==> config.mk <==
export PLATFORM = sky130hd
export DESIGN_NAME = sori_interlock
export DESIGN_NICKNAME = d
export VERILOG_FILES = /design/src/rtl/sori_pkg.sv /design/src/rtl/sori_press_timer.sv /design/src/rtl/sori_interlock.sv
export SDC_FILE = /design/constraint.sdc
export NUM_CORES = 1
export LEC_CHECK = 0
export ABC_CLOCK_PERIOD_IN_PS = 4400
export BUFFER_PORTS_ARGS = -buffer_cell sky130_fd_sc_hd__buf_2
export CAP_MARGIN = 15
export CORE_UTILIZATION = 50
export CTS_CLUSTER_SIZE = 14
export DETAILED_ROUTE_END_ITERATION = 12
export PLACE_DENSITY = 0.81
export SLEW_MARGIN = 20
export SYNTH_ARGS = -nofsm -noshare
export SYNTH_HDL_FRONTEND = slang
export SYNTH_SLANG_ARGS = --single-unit
==> constraint.sdc <==
create_clock -name clock -period 4.4 [get_ports clock]
set_clock_uncertainty 0.05 [all_clocks]
set_input_delay 0.44 -clock clock [delete_from_list [all_inputs] [get_ports clock]]
set_output_delay 0.44 -clock clock [all_outputs]
set_load 0.01 [all_outputs]
==> src/rtl/sori_pkg.sv <==
// Contract
// - Outputs go off within the bank's response time after a field violation
// - Each bank holds one response time for all its field pairs
// - Each bank holds one start-up behaviour for all its field pairs
// - Automatic mode enables outputs at power-up once the field is free
// - Automatic restart re-enables outputs when the violated field clears
// - Start interlock mode keeps outputs off after supply return until reset
// - With start interlock, no enable after power-up without valid reset
// - Restart interlock keeps outputs off after field clears until reset
// - Restart interlock always includes start interlock
// - A valid reset press lasts at least 0.12 s and at most 4 s
// - Reference contour area is checked against the stored contour
// - Contour deviation above 200 mm switches the outputs off
// - Each bank holds one resolution: 30, 40, 50, 60, 70 or 150 mm
// - Each bank holds a maximum vehicle speed used for relative speed
package sori_pkg;
    localparam int CLOCK_HZ = 100000000;
    localparam int NUM_BANKS = 4;
    localparam int BANK_W = 2;
    // Press window in milliseconds
    localparam int PRESS_MIN_MS = 120;
    localparam int PRESS_MAX_MS = 4000;
    localparam int CYC_PER_MS = CLOCK_HZ / 1000;
    localparam int MS_W = 13;
    localparam logic [MS_W-1:0] PRESS_MIN_CNT = MS_W'(PRESS_MIN_MS);
    localparam logic [MS_W-1:0] PRESS_MAX_CNT = MS_W'(PRESS_MAX_MS);
    localparam int CONTOUR_TOL_MM = 200;
    localparam logic [15:0] CONTOUR_TOL = 16'(CONTOUR_TOL_MM);
    // Register offsets
    localparam logic [7:0] OFF_CTRL = 8'h00;
    localparam logic [7:0] OFF_STATUS = 8'h04;
    localparam logic [7:0] OFF_IRQ_STAT = 8'h08;
    localparam logic [7:0] OFF_IRQ_EN = 8'h0c;
    localparam logic [7:0] OFF_IRQ_CLR = 8'h10;
    localparam logic [7:0] OFF_BANK0 = 8'h20;
    localparam logic [7:0] OFF_TOL = 8'h30;
    // Bank word fields
    localparam int F_MODE_LSB = 0;
    localparam int F_RES_LSB = 4;
    localparam int F_RESP_LSB = 8;
    localparam int F_SPEED_LSB = 16;
    localparam int IRQ_W = 4;
    localparam int IRQ_VIOL = 0;
    localparam int IRQ_CONT = 1;
    localparam int IRQ_ON = 2;
    localparam int IRQ_BADPRESS = 3;
    localparam logic [31:0] BANK_RST = 32'h0064_0a32;
    localparam logic [15:0] TOL_RST = 16'h00c8;

    typedef enum logic [1:0] {
        SORI_MODE_AUTO,
        SORI_MODE_START_LOCK,
        SORI_MODE_FULL_LOCK
    } sori_mode_t;

    typedef enum logic [2:0] {
        SORI_RES_30, SORI_RES_40, SORI_RES_50,
        SORI_RES_60, SORI_RES_70, SORI_RES_150
    } sori_res_t;

    typedef struct packed {
        logic [15:0] max_vehicle_speed;
        logic [7:0] resp_ms;
        logic [0:0] pad_res;
        sori_res_t resolution;
        logic [1:0] pad_mode;
        sori_mode_t start_restart_lockout_mode;
    } sori_bank_t;

    typedef struct packed {
        logic field_violated;
        logic contour_present;
        logic [15:0] contour_dev_mm;
        logic [15:0] rel_speed;
    } sori_sense_t;
endpackage

==> src/rtl/sori_press_timer.sv <==
`timescale 1ns/10ps
module sori_press_timer
    import sori_pkg::*;
(
    // Clock and reset
    input wire logic clock,
    input wire logic rst_b,
    // Synchronised button and tick
    input wire logic pressed,
    input wire logic ms_tick,
    // Result
    output logic valid_release,
    output logic bad_release
);
    typedef struct packed {
        logic last;
        logic [MS_W-1:0] ms;
        logic good;
        logic bad;
    } sori_pt_state_t;

    sori_pt_state_t st, next_st;

    always_comb begin
        next_st = st;
        next_st.good = 1'b0;
        next_st.bad = 1'b0;
        next_st.last = pressed;
        if (pressed) begin
            // Saturate just past the upper limit
            if (!st.last) begin
                next_st.ms = '0;
            end else if (ms_tick && st.ms <= PRESS_MAX_CNT) begin
                next_st.ms = st.ms + MS_W'(1);
            end
        end else if (st.last) begin
            if (st.ms >= PRESS_MIN_CNT && st.ms <= PRESS_MAX_CNT) begin
                next_st.good = 1'b1;
            end else begin
                next_st.bad = 1'b1;
            end
        end
    end

    always_ff @(posedge clock) begin
        if (!rst_b) begin
            st <= '0;
        end else begin
            st <= next_st;
        end
    end

    assign valid_release = st.good;
    assign bad_release = st.bad;
endmodule // sori_press_timer

==> src/rtl/sori_interlock.sv <==
`timescale 1ns/10ps
module sori_interlock
    import sori_pkg::*;
(
    // Clock and reset
    input wire logic clock,
    input wire logic rst_b,
    // APB slave
    input wire logic psel,
    input wire logic penable,
    input wire logic pwrite,
    input wire logic [7:0] paddr,
    input wire logic [31:0] pwdata,
    output logic [31:0] prdata,
    output logic pready,
    output logic pslverr,
    // Sensor inputs, from scan logic on this clock
    input wire sori_pkg::sori_sense_t sense,
    input wire logic [BANK_W-1:0] bank_sel,
    // Pins
    input wire logic supply_ok,
    input wire logic reset_button,
    // Outputs
    output logic safety_switching_outputs,
    output logic speed_exceeded,
    output logic irq
);
    import sori_pkg::*;

    typedef enum logic [1:0] {
        ST_START_LOCKED,
        ST_ON,
        ST_OFF_AUTO,
        ST_RESTART_LOCKED
    } sori_st_t;

    typedef struct packed {
        sori_st_t fsm;
        logic outs;
        logic [16:0] div;
        logic ms_tick;
        logic [7:0] viol_ms;
        logic [1:0] sup_sync;
        logic [1:0] btn_sync;
        logic enable;
        logic [NUM_BANKS-1:0][31:0] banks;
        logic [15:0] tol;
        logic [IRQ_W-1:0] irq_stat;
        logic [IRQ_W-1:0] irq_en;
        logic [31:0] rdata;
        logic slverr;
        logic spd;
    } sori_state_t;

    sori_state_t st, next_st;
    sori_bank_t bank;
    logic valid_release;
    logic bad_release;
    logic fault;
    logic field_free;
    logic [IRQ_W-1:0] ev;

    function automatic logic bank_addr(input logic [7:0] a,
                                       output logic [BANK_W-1:0] idx);
        idx = a[2+BANK_W-1:2];
        return a[7:4] == OFF_BANK0[7:4];
    endfunction

    sori_press_timer u_press (
        .clock(clock),
        .rst_b(rst_b),
        .pressed(st.btn_sync[1]),
        .ms_tick(st.ms_tick),
        .valid_release(valid_release),
        .bad_release(bad_release)
    );

    // Active bank steers mode, response time and speed; its resolution field is not used
    assign bank = sori_bank_t'(st.banks[bank_sel]);

    // Contour deviation beyond tolerance trips like a violation
    always_comb begin
        fault = sense.field_violated;
        if (sense.contour_present
            && sense.contour_dev_mm > st.tol) begin
            fault = 1'b1;
        end
    end
    assign field_free = !fault && st.sup_sync[1] && st.enable;

    always_comb begin
        logic [BANK_W-1:0] idx;
        logic hit;
        idx = '0;
        hit = 1'b0;
        next_st = st;
        ev = '0;
        next_st.sup_sync = {st.sup_sync[0], supply_ok};
        next_st.btn_sync = {st.btn_sync[0], reset_button};
        // Millisecond tick for press and response timing
        next_st.ms_tick = 1'b0;
        if (st.div == 17'(CYC_PER_MS - 1)) begin
            next_st.div = '0;
            next_st.ms_tick = 1'b1;
        end else begin
            next_st.div = st.div + 17'd1;
        end
        // Speed compare against the bank limit
        next_st.spd = sense.rel_speed > bank.max_vehicle_speed;

        case (st.fsm)
            ST_START_LOCKED: begin
                next_st.outs = 1'b0;
                if (bank.start_restart_lockout_mode == SORI_MODE_AUTO) begin
                    if (field_free) begin
                        next_st.fsm = ST_ON;
                    end
                end else if (field_free && valid_release) begin
                    next_st.fsm = ST_ON;
                end
            end
            ST_ON: begin
                next_st.outs = 1'b1;
                if (!st.sup_sync[1] || !st.enable) begin
                    next_st.fsm = ST_START_LOCKED;
                    next_st.outs = 1'b0;
                end else if (fault) begin
                    // Immediate cut is well inside any response time
                    next_st.outs = 1'b0;
                    ev[IRQ_VIOL] = 1'b1;
                    if (bank.start_restart_lockout_mode
                        == SORI_MODE_FULL_LOCK) begin
                        next_st.fsm = ST_RESTART_LOCKED;
                    end else begin
                        next_st.fsm = ST_OFF_AUTO;
                    end
                end
            end
            ST_OFF_AUTO: begin
                next_st.outs = 1'b0;
                if (!st.sup_sync[1] || !st.enable) begin
                    next_st.fsm = ST_START_LOCKED;
                end else if (!fault) begin
                    next_st.fsm = ST_ON;
                end
            end
            default: begin
                next_st.outs = 1'b0;
                if (!st.sup_sync[1] || !st.enable) begin
                    next_st.fsm = ST_START_LOCKED;
                end else if (field_free && valid_release) begin
                    next_st.fsm = ST_ON;
                end
            end
        endcase

        // Violation timer versus configured response time
        if (st.fsm == ST_ON && fault) begin
            if (st.ms_tick && st.viol_ms != 8'hff) begin
                next_st.viol_ms = st.viol_ms + 8'd1;
            end
        end else begin
            next_st.viol_ms = '0;
        end
        if (st.viol_ms >= bank.resp_ms) begin
            next_st.outs = 1'b0;
        end

        if (sense.contour_present && sense.contour_dev_mm > st.tol) begin
            ev[IRQ_CONT] = 1'b1;
        end
        ev[IRQ_ON] = !st.outs && next_st.outs;
        ev[IRQ_BADPRESS] = bad_release;

        // APB: zero wait state, answered in the access cycle
        next_st.slverr = 1'b0;
        if (psel && !penable) begin
            hit = 1'b1;
            next_st.rdata = '0;
            if (paddr == OFF_CTRL) begin
                next_st.rdata = {31'h0, st.enable};
            end else if (paddr == OFF_STATUS) begin
                next_st.rdata = {24'h0, st.spd, fault,
                                 st.btn_sync[1], st.sup_sync[1],
                                 st.outs, 1'b0, st.fsm};
            end else if (paddr == OFF_IRQ_STAT) begin
                next_st.rdata = {28'h0, st.irq_stat};
            end else if (paddr == OFF_IRQ_EN) begin
                next_st.rdata = {28'h0, st.irq_en};
            end else if (paddr == OFF_IRQ_CLR) begin
                next_st.rdata = '0;
            end else if (bank_addr(paddr, idx)) begin
                next_st.rdata = st.banks[idx];
            end else if (paddr == OFF_TOL) begin
                next_st.rdata = {16'h0, st.tol};
            end else begin
                hit = 1'b0;
            end
            next_st.slverr = !hit;
        end

        next_st.irq_stat = st.irq_stat;
        if (psel && penable && pwrite) begin
            if (paddr == OFF_CTRL) begin
                next_st.enable = pwdata[0];
            end else if (paddr == OFF_IRQ_EN) begin
                next_st.irq_en = pwdata[IRQ_W-1:0];
            end else if (paddr == OFF_IRQ_CLR) begin
                next_st.irq_stat = st.irq_stat & ~pwdata[IRQ_W-1:0];
            end else if (bank_addr(paddr, idx)) begin
                next_st.banks[idx] = pwdata;
            end else if (paddr == OFF_TOL) begin
                next_st.tol = pwdata[15:0];
            end
        end
        // Set wins over a clear in the same cycle
        next_st.irq_stat = next_st.irq_stat | ev;
    end

    always_ff @(posedge clock) begin
        if (!rst_b) begin
            st <= '0;
            st.fsm <= ST_START_LOCKED;
            st.enable <= 1'b1;
            st.tol <= TOL_RST;
            for (int i = 0; i < NUM_BANKS; i++) begin
                st.banks[i] <= BANK_RST;
            end
        end else begin
            st <= next_st;
        end
    end

    assign prdata = st.rdata;
    assign pready = psel && penable;
    assign pslverr = psel && penable && st.slverr;
    assign safety_switching_outputs = st.outs;
    assign speed_exceeded = st.spd;
    assign irq = |(st.irq_stat & st.irq_en);
endmodule // sori_interlock

# Yosys cells after proc, flatten, opt, wreduce, memory -nomap -nowiden
# Index checks and enable logic that the tools add are counted.
# totals
register_bits,236
inputBits,83
output_inout_bits,37
elab_cells,141
# op_classes
add_sub_neg,3
magnitude_cmp,8
n_eq_ne,15
n_mux,48
bitwise_logic,10
reduce_logical,35
# op_table
operator,count
$mux W32,9
$bmux W32 S2,2
$bwmux W128,1
$demux W32 S2,1
$gt A16 B16 Y1,2
$mux W13,2
$mux W1,18
$add A17 B1 Y17 const B,1
$eq A17 B17 Y1 const B,1
$eq A8 B4 Y1 const B,2
$mux W16,1
$mux W8,2
$logic_and A1 B1 Y1,14
$add A13 B1 Y13 const B,1
$ge A13 B7 Y1 const B,1
$le A13 B12 Y1 const B,1
$mux W2,6
$mux W4,3
$ne A3 B3 Y1 const B,3
$pmux W3 S3,1
$add A8 B1 Y8 const B,1
$and A4 B4 Y4,2
$eq A8 B3 Y1 const B,1
$eq A8 B5 Y1 const B,1
other kinds (24),42

# Logic depth before layout (Yosys ltp)
# Gate-level depths: netlist of run 1.
# depth
ltp_word,13
ltp_mapped,11
depth_no_buf,8

# By module
# A second synthesis of run 1 with hierarchy kept.
# unflattened
hier_cells,1343
hier_area_um2,11872.6
# modules_own_cells
mod,n_inst,cells_per_inst,area_each_um2,seq_area_each_um2
sori_interlock,1,1239,10948.0,4404.2
sori_press_timer,1,104,924.6,320.3

# Worst setup path after synthesis of run 1
# Ideal clock, no wire load.
# synth_path
kind,in2reg
start,input port bank_sel[1]
end,register st[40] (netlist bit)
setup_ns,0.060
arrival_ns,3.280
required_time_ns,4.290
setup_slack_ns,1.010
stages,11
path_buffers,3
path_cell_list,clkbuf_1 > buf_1 > clkbuf_1 > mux4_2 > inv_1 > ha_1 > a21o_1 > a21o_1 > a2111oi_0 > o31a_1 > a31o_1
# synth_between
elab_chain_len,6
# synth_lines
item,line,rtl
"start, declared",sori_interlock.sv:19,"input wire logic [BANK_W-1:0] bank_sel,"
$bmux W32 S2,sori_interlock.sv:79,assign bank = sori_bank_t'(st.banks[bank_sel]);
$mux W32 (implied by the code),sori_interlock.sv:79,
$ge A8 B8 Y1,sori_interlock.sv:165,if (st.viol_ms >= bank.resp_ms) begin
$mux W1,sori_interlock.sv:165,
$logic_and A1 B1 Y1,sori_interlock.sv:172,ev[IRQ_ON] = !st.outs && next_st.outs;
$or A4 B4 Y4,sori_interlock.sv:217,next_st.irq_stat = next_st.irq_stat | ev;
"end signal, assigned",sori_interlock.sv:230,st <= next_st;
"end, declared",sori_interlock.sv:55,"sori_state_t st, next_st;"
# Every way passes these cells. The select of a mux whose other input is x is not followed.
# A chain may end at the register's enable or synchronous reset.

# Worst setup path in the final report of run 1
# layout_path
start,register st[49] (netlist bit)
end,register st[197] (netlist bit)
# layout_between
elab_chain_len,5
# layout_lines
item,line,rtl
$gt A16 B16 Y1,sori_interlock.sv:85,&& sense.contour_dev_mm > st.tol) begin
$logic_and A1 B1 Y1,sori_interlock.sv:85,
$mux W1,sori_interlock.sv:84,if (sense.contour_present
$logic_and A1 B1 Y1,sori_interlock.sv:158,if (st.fsm == ST_ON && fault) begin
$reduce_and A2 Y1 (no line),-,
# Every way passes these cells.

==> metrics.yaml, run 1 <==
p_sw_share_pct: 22.93
vdd.ir_drop.worst_mv: 0.2415
tns_ns: 0
clockBufferDepth: 3
cp_max_fo: 14
required_ns: 4.74
cts_resized: 0
fp.dieH_um: 154.7
synth_cell_types: 70
dr.pass1.iters: 5
final_util_pct: 57.26
drive_gt1_share_pct: 17.46
die_x_um: 154.7
final_hold_viol_count: 0
detailedPlace.worstSlack_ns: 1.446
root_buffer: "clkbuf_16"
grt_pass1_vias: 9798
htree_num_levels: 1
power_density_mw_per_mm2: 339.9
clk_pin_slew_worst_paths_ns: 0.06
synth_edf_count: 0
nFillCells: 1905
netSwitchingPower_mw: 1.016
period_minus_slack_ns: 2.637
startpoint_type: "flip-flop"
die_area_mm2: 0.02393
postCtsSetupBuffers: 0
syn_inst: 1345
finalCritPeriodShare_pct: 59.93
p_int_mw: 3.417
synth_top_area_share_pct: 40.53
core-area_mm2: 0.02278
hold_class: "in -> reg"
wl_per_cell_um: 18.88
rows: 55
crit_start: "st[49]"
pwr-share-clk_pct: 45.6
timing.slew.headroom_pct: 33.73
tritoncts: "built"
worst_slew_pin_slew_ns: 0.9786
synth_fp_nets: 1472
yosys_register_bits: 236
gr-usage-all-layers_pct: 26.86
yosys_warnings: 0
dp_hpwl_um: 22330
slowest_stage: "a2111oi_0"
drc: 0
status: "finished clean"
slew_violations: 0
power_frac_comb_pct: 5.7
post-route-worst-setup-slack_ns: 1.763
fmax_mhz: 379.2
initial_utilization_pct: 51.18
gr-total-overflow: 0
leakagePower_nw: 4.929
io_buffers: 119
grt_max_degree: 85
drt_iter0_drc: 1126
async_reset_ff_share_pct: 0
crit_top_cell: "a2111oi_0"
antenna_left: 0
min-delay-start: "reset_button"
cp_data_arrival_time_ns: 2.97
gp_congestion: 0.9388
synth_top_area_cell: "dfxtp_1"
crit_type: "reg -> reg"
vias: 10332
worstSetupEndpointType: "flip-flop"
dominantRegCellSynth: "dfxtp_1"
max-cap-violations: 0
yosys-top-cells-area: "dfxtp_1 (41%), mux4_2 (11%), nand2_1 (11%)"
worstReg2RegStart: "st[49]"
routed_via_density: 5.976
clkLatencyLatePin_ns: 0.53
seq_area_frac_synth_pct: 40.53
grt_pass1_wl_um: 51060
cts_buffers: 24
hold_buffers: 0
nets: 1520
p_seq_share_pct: 48.6
cts.sinks: 236
syn_avg_cell_area_um2: 8.667
path_cells: "inv_1 -> ha_1 -> nand4_1 -> a2111oi_0 -> o32ai_1 -> buf_4 -> a2111oi_0"
rsz0062_at_grt: "no"
boundaryPins: 120
setup_viol: 0
drt_wl_total_um: 32640
antenna_found_initial: 7
area_growth_pct: 11.89
cpPeakStageDelay_ns: 0.59
syn_area_mm2: 0.01166
registers in the layout, summed over array words and instances, names as in the netlist:
name                      count
u_press.st                   14
next_st                       2
st                          184
u_press.bad_release           1
prdata                       32
u_press.valid_release         1
safety_switching_outputs      1
speed_exceeded                1
area by class of cell:
| type | instances | area, µm² | area share, % |
|---|---|---|---|
| clock buffer | 36 | 716.9 | 5.496 |
| inverter | 55 | 209.0 | 1.602 |
| antenna | 7 | 17.52 | 0.1343 |
| clock inverter | 6 | 57.56 | 0.4412 |
| tap | 313 | 391.6 | 3.002 |
| sequential | 236 | 4725 | 36.22 |
| multi-input combinational | 939 | 6171 | 47.31 |
| timing repair buffer | 137 | 755.7 | 5.794 |
worst max-delay path, delay by kind of cell (launching register included):
family	cells	cell delay, ns
adder cells (fa/ha/maj)	1	0.35
buffers and inverters	2	0.34
AO/OA/AOI/OAI	3	1.19
flip-flops	1	0.33
AND/OR/NAND/NOR	1	0.25
metal layers:
layer / routed length (µm) / vias up / GRT usage [%]
met2: 15490 / 538 / 44.02
met1: 13120 / 4941 / 33.72
met3: 2841 / 87 / 5.212
met5: 84 / - / 2.277
met4: 1103 / 4 / 13.30
li1: - / 4762 / -
synth_stat cells (6+ instances only):
cell        n
o21a_1      9
ha_1       44
inv_1      55
a21oi_1   137
and2_1     23
clkbuf_1   71
buf_1       6
mux4_2     58
buf_4      32
xnor2_1    10
mux2i_1     6
a22oi_1    33
and3_1     12
o211ai_1    6
nand2_1   327
nand3_1    47
nor2_1     60
xor2_1     13
dfxtp_1   236
nor3_1     20
nand4_1    18
o21ai_0    27
cell families (layout without fill, tap and decap cells):
group                      after synthesis  count (layout)  share of synthesized area [%]
AOI/OAI and AO/OA                      262             262                          13.86
buffers and inverters                  170             234                          6.622
and+or+nand+nor                        545             545                          20.73
xor gates and xnor gates                23              23                          1.728
other                                    0               7                              0
adders and majority gates               44              44                          4.723
DFF                                    236             236                          40.53
muxes                                   65              65                          11.82
final timing paths:
kind | cells after the start | slack (ns) | to
worst max-delay path | 7 | 1.76 | st[197]
worst min-delay path | 2 | 0.07 | next_st[188]
worst max register to register | 7 | 1.76 | st[197]
worst min register to register | 1 | 0.38 | st[188]
power groups by stage:
stage                     sequential (mW)  combinational [mW]  clock (mW)
after global routing                 2.16               0.275        2.12
after floorplan                      2.20               0.147           0
after global placement               2.20               0.245           0
final                                2.16               0.255        2.02
after CTS                            2.16               0.251        2.04
after detailed placement             2.20               0.250           0
cell usage in the layout (no fill, tap or decap), types with 5 or more instances in the layout:
| cell type | n |
|---|---|
| nand2_1 | 327 |
| dfxtp_1 | 236 |
| a21oi_1 | 137 |
| buf_2 | 119 |
| mux4_2 | 58 |
| nor2_1 | 58 |
| inv_1 | 54 |
| nand3_1 | 47 |
| ha_1 | 44 |
| a22oi_1 | 33 |
| o21ai_0 | 27 |
| clkbuf_16 | 25 |
| and2_1 | 23 |
| nor3_1 | 19 |
| nand4_1 | 18 |
| buf_4 | 16 |
| xor2_1 | 13 |
| and3_1 | 12 |
| xnor2_1 | 10 |
| o21a_1 | 9 |
| diode_2 | 7 |
| o211ai_1 | 6 |
| mux2i_1 | 6 |
| clkbuf_1 | 6 |
| nand2b_1 | 5 |
| nor2b_1 | 5 |
| a2111oi_0 | 5 |
| a21o_1 | 5 |
| o31ai_1 | 5 |
| clkbuf_8 | 5 |
through the flow:
stage	total power, mW	area [µm²]	hold slack, ns	instances
floorplan	2.348	11660	0.3619	1345
global placement	2.449	12250	0.3717	1680
detailed placement	2.454	12250	0.3728	1680
CTS	4.444	13030	0.06572	1722
global route	4.551	13040	0.08094	1727
finish	4.434	13040	0.07218	1729
Power figures use the tool's default switching activity.
==> run 2, diff against run 1 <==
Settings changed: ABC_CLOCK_PERIOD_IN_PS 4400 to 2300, PLACE_DENSITY 0.81 to 0.84.
Clock period 4.4 ns to 2.3 ns, I/O delays scaled along.
==> run 2 against run 1 <==
Effect of this change:
- worst setup slack got worse by 1.7 ns
- sequential share of layout area is 2.0 points lower
- die area is the same
- critical path type unchanged
- final cell count rose by 3.3%
==> metrics.yaml, run 2 (same netlist as run 1, synthesis figures left out) <==
status: "finished clean"
boundaryPins: 120
p_seq_share_pct: 46.6
timing.slew.headroom_pct: 58.26
cp_max_fo: 6
cpPeakStageDelay_ns: 0.51
clockBufferDepth: 3
antenna_left: 0
cp_data_arrival_time_ns: 2.64
max-cap-violations: 0
power_frac_comb_pct: 6.5
ff2ff_setup_slack_ns: 0.06
place_area_mm2: 0.01255
largest_register_ffs: 184
worst_slew_pin_slew_ns: 0.6213
worstReg2RegStart: "u_press.st[2]"
worstSetupEndpointType: "flip-flop"
rr_worst_depth: 7
core-area_mm2: 0.02278
die_area_mm2: 0.02393
nFillCells: 1835
root_buffer: "clkbuf_16"
place_inst: 1704
gr-usage-all-layers_pct: 27.38
final_hold_viol_count: 0
cp-endpoint: "u_press.st[10]"
required_ns: 2.70
clkLatencyLatePin_ns: 0.53
slowest_stage: "or4_1"
dr.pass1.iters: 5
layout_common_cells: "nand2_1 (327), dfxtp_1 (233), a21oi_1 (137)"
rows: 55
leakagePower_nw: 5.276
crit_start: "u_press.st[2]"
wl_per_cell_um: 18.58
netSwitchingPower_mw: 2.015
vdd.ir_drop.worst_mv: 0.7120
drive_gt1_share_pct: 19.51
p_int_mw: 6.834
pwr-share-clk_pct: 46.9
setup_viol: 0
fp.dieH_um: 154.7
vias: 10452
hold_class: "in -> reg"
grt_pass1_wl_um: 52400
htree_num_levels: 1
cts.sinks: 236
clk_pin_slew_worst_paths_ns: 0.07
fmax_mhz: 446.2
initial_utilization_pct: 51.18
antenna_found_initial: 2
grt_pass1_vias: 10222
crit_type: "reg -> reg"
io_buffers: 119
layout_commonest_cell: "nand2_1"
dp_hpwl_um: 22820
design_power_total_mw: 8.848
die_x_um: 154.7
path_cells: "inv_2 -> ha_1 -> or4b_4 -> a211oi_4 -> nor3_4 -> or4_1 -> a21oi_1"
drt_wl_total_um: 33180
top_register: "st"
reg2reg_to: "u_press.st[10]"
design_area_mm2: 0.01382
cts_buffers: 24
routed_via_density: 5.852
tritoncts: "built"
period_minus_slack_ns: 2.241
grt_max_degree: 52
area_growth_pct: 18.57
slew_violations: 0
finalCritPeriodShare_pct: 97.44
drc: 0
rsz0062_at_grt: "yes"
drt_iter0_drc: 928
gp_congestion: 0.9587
power_density_mw_per_mm2: 640.2
startpoint_type: "flip-flop"
nets: 1580
gr-total-overflow: 0
p_sw_share_pct: 22.77
final_cells: 1786
==> run 2: cell count changes in the layout (fill, tap and decap cells not counted), moves of 4 or more <==
cell,previous run,this run
diode_2,7,2
clkbuf_1,6,2
buf_12,2,11
dlygate4sd3_1,0,34
buf_4,16,32
==> run 2: cell type report <==
class / count / area, µm² / area share, %
sequential: 236 / 4728 / 34.21
timing repair buffer: 197 / 1401 / 10.14
multi-input combinational: 939 / 6241 / 45.15
clock inverter: 12 / 143.9 / 1.041
inverter: 55 / 209.0 / 1.512
clock buffer: 32 / 701.9 / 5.078
tap: 313 / 391.6 / 2.833
antenna: 2 / 5.005 / 0.03621
==> run 2: power by group through the flow <==
stage | Clock (mW) | Sequential, mW | Combinational (mW)
2_1_floorplan | 0 | 4.21 | 0.294
3_3_place_gp | 0 | 4.22 | 0.505
3_5_place_dp | 0 | 4.22 | 0.511
4_1_cts | 4.18 | 4.12 | 0.562
5_1_grt | 4.33 | 4.12 | 0.621
6_report | 4.15 | 4.12 | 0.573
==> run 2: metal layers <==
| layer | global-route usage (%) | part of all wire, % | vias to the layer above |
|---|---|---|---|
| met5 | 0 | 0 | - |
| met4 | 13.01 | 4.5 | 0 |
| met3 | 5.071 | 7.6 | 120 |
| met2 | 46.07 | 48 | 461 |
| met1 | 33.95 | 40 | 5004 |
| li1 | - | - | 4867 |
==> run 2: worst min-delay path by stage <==
stage                            start       to  slack [ns]  depth (start not counted)
after detailed placement  next_st[190]  st[190]        0.38                          1
after global placement    next_st[190]  st[190]        0.37                          1
after global routing         pwdata[0]  st[122]        0.03                          3
after CTS                    pwdata[0]  st[122]       0.004                          3
after floorplan             pwdata[11]  st[101]        0.30                          2
final                        pwdata[0]  st[122]        0.03                          3
==> run 2: through the flow <==
stage	hold slack [ns]	setup slack [ns]	utilization (%)	setup TNS [ns]
floorplan	0.3040	0.008915	-	0
global placement	0.3670	-0.03055	55.10	-0.04451
detailed placement	0.3771	-0.09007	55.10	-0.2156
CTS	0.004304	0.05106	60.37	0
global route	0.02767	-0.04767	60.67	-0.08858
finish	0.02765	0.05881	60.68	0
==> run 2: timing repair <==
action | in CTS | in global routing
resized for setup | 3 | 13
gates cloned | 0 | 1
setup endpoints to repair | 2 | 19
setup buffers | 0 | 1
hold endpoints to repair | 131 | 0
hold buffers | 34 | 0
pin swaps | 0 | 6
==> run 2: critical path, delay by kind of cell, from the launching register on <==
family	cells	cell delay, ns
buffers and inverters	1	0.07
AOI/OAI and AO/OA	2	0.52
and+or+nand+nor	3	1.06
adders and majority gates	1	0.13
DFF	1	0.33
==> run 3, diff against run 2 <==
Settings changed: CAP_MARGIN 15 to default, CTS_CLUSTER_SIZE 14 to 40, MAX_ROUTING_LAYER from default to met4.
==> run 3 against run 2 <==
Effect of this change:
- design area is 0.21% lower
- sequential share of layout area grew 0.071 points
- non-clock buffer count up 1
- critical endpoint is now st[40]
- largest power group is now registers
- highest routed layer unchanged
==> metrics.yaml, run 3 (same netlist as run 1, synthesis figures left out) <==
status: "finished clean"
fmax_mhz: 438.9
top_register: "st"
netSwitchingPower_mw: 2.021
top_layer: "met4"
root_buffer: "clkbuf_16"
reg2reg_to: "st[40]"
cp_max_fo: 3
fp.dieH_um: 154.7
wl_met2_um: 15940
die_area_mm2: 0.02393
area_growth_pct: 18.32
grt_pass1_wl_um: 52370
hold_class: "in -> reg"
grt_max_degree: 54
initial_utilization_pct: 51.18
leakagePower_nw: 5.267
dr.pass1.iters: 7
rows: 55
antenna_found_initial: 2
gr-total-overflow: 0
htree_num_levels: 1
holdPathStages: 3
min-delay-start: "pwdata[0]"
timing.slew.headroom_pct: 62.54
power_frac_comb_pct: 6.6
drc: 0
dp_hpwl_um: 22870
p_sw_share_pct: 23.24
die_x_um: 154.7
worstReg2RegStart: "st[135]"
drt-met1-wl_um: 13220
gp_congestion: 0.9598
wl_per_cell_um: 18.44
final_util_pct: 60.55
period_minus_slack_ns: 2.279
nFillCells: 1811
slew_violations: 0
layout_commonest_cell: "nand2_1"
gr-usage-all-layers_pct: 28.14
clk_pin_slew_worst_paths_ns: 0.06
grt_pass1_vias: 10127
place_area_mm2: 0.01256
max-cap-violations: 0
wl_met3_um: 2783
rr_worst_depth: 8
nets: 1582
drive_gt1_share_pct: 19.82
p_seq_share_pct: 47.4
drt_wl_total_um: 32980
finalCritPeriodShare_pct: 99.07
drt_iter0_drc: 1157
boundaryPins: 120
cts_buffers: 25
core-area_mm2: 0.02278
clkLatencyLatePin_ns: 0.53
crit_type: "reg -> reg"
vias: 10537
required_ns: 2.72
cp_data_arrival_time_ns: 2.70
power_density_mw_per_mm2: 630.6
routed_via_density: 5.893
ff2ff_setup_slack_ns: 0.02
vdd.ir_drop.worst_mv: 0.4811
io_buffers: 119
startpoint_type: "flip-flop"
design_area_mm2: 0.01379
setup_viol: 0
worst_slew_pin_slew_ns: 0.5608
rsz0062_at_grt: "yes"
pwr-share-clk_pct: 46.0
layout_common_cells: "nand2_1 (327), dfxtp_1 (233), a21oi_1 (135)"
cts.sinks: 236
antenna_left: 0
final_hold_viol_count: 0
p_int_mw: 6.676
clockBufferDepth: 3
min_to: "st[58]"
largest_register_ffs: 184
crit_start: "st[135]"
worstSetupEndpointType: "flip-flop"
tritoncts: "built"
design_power_total_mw: 8.698
==> run 3: changes by cell type in the layout (fill, tap and decap cells not counted), moves of 2 or more <==
cell	previous run	this run
or4_1	4	2
a21oi_2	0	2
or4_4	0	2
a21oi_1	137	135
buf_4	32	34
clkbuf_8	5	3
==> run 3: how the worst max path moves through the flow <==
stage / to / depth (start not counted) / slack, ns
finish: st[40] / 8 / 0.02
global route: u_press.st[11] / 7 / -0.04
CTS: u_press.st[11] / 7 / 0.01
detailed placement: st[40] / 9 / -0.1
global placement: st[40] / 9 / -0.03
floorplan: st[40] / 10 / 0.009
==> run 3: per-layer routing <==
metal / vias up / GRT usage, %
met3: 86 / 3.783
met1: 5044 / 35.16
li1: 4880 / -
met2: 527 / 46.30
met5: - / -
met4: 0 / 10.89
==> run 3: cell type report <==
| type | instances | area (µm²) | area share, % |
|---|---|---|---|
| Clock buffer | 31 | 678.2 | 4.917 |
| Multi-Input combinational cell | 939 | 6233 | 45.19 |
| Timing Repair Buffer | 198 | 1411 | 10.23 |
| Inverter | 55 | 209.0 | 1.515 |
| Clock inverter | 14 | 136.4 | 0.9888 |
| Antenna cell | 2 | 5.005 | 0.03628 |
| Tap cell | 313 | 391.6 | 2.839 |
| Sequential cell | 236 | 4728 | 34.28 |
==> run 3: power by group through the flow <==
stage | registers, mW | logic (mW) | clock network [mW]
after CTS | 4.12 | 0.562 | 4.02
after global routing | 4.13 | 0.615 | 4.20
after floorplan | 4.21 | 0.294 | 0
final | 4.13 | 0.574 | 4.00
after global placement | 4.22 | 0.505 | 0
after detailed placement | 4.22 | 0.512 | 0
==> run 3: what timing repair did <==
action,in CTS,in global routing
hold buffers,34,0
buffers inserted,0,2
resized for setup,0,16
hold endpoints to repair,135,0
endpoints found under the setup margin,0,12
==> run 3: through the flow <==
stage	setup TNS, ns	instances	setup WS, ns	hold slack, ns
floorplan	0	1345	0.008915	0.3040
global placement	-0.04544	1705	-0.03206	0.3693
detailed placement	-0.1847	1705	-0.09605	0.3724
CTS	0	1784	0.01029	0.004926
global route	-0.06948	1788	-0.03568	0.01282
finish	0	1788	0.02136	0.02993
==> run 3: critical path, cell delays in order, from the launching register on <==
cell and delay [ns]:
dfxtp_2 0.34, mux4_2 0.46, inv_2 0.08, ha_4 0.20, a21o_1 0.18, a21o_1 0.17
a2111oi_2 0.36, o31a_1 0.23, a31o_1 0.14
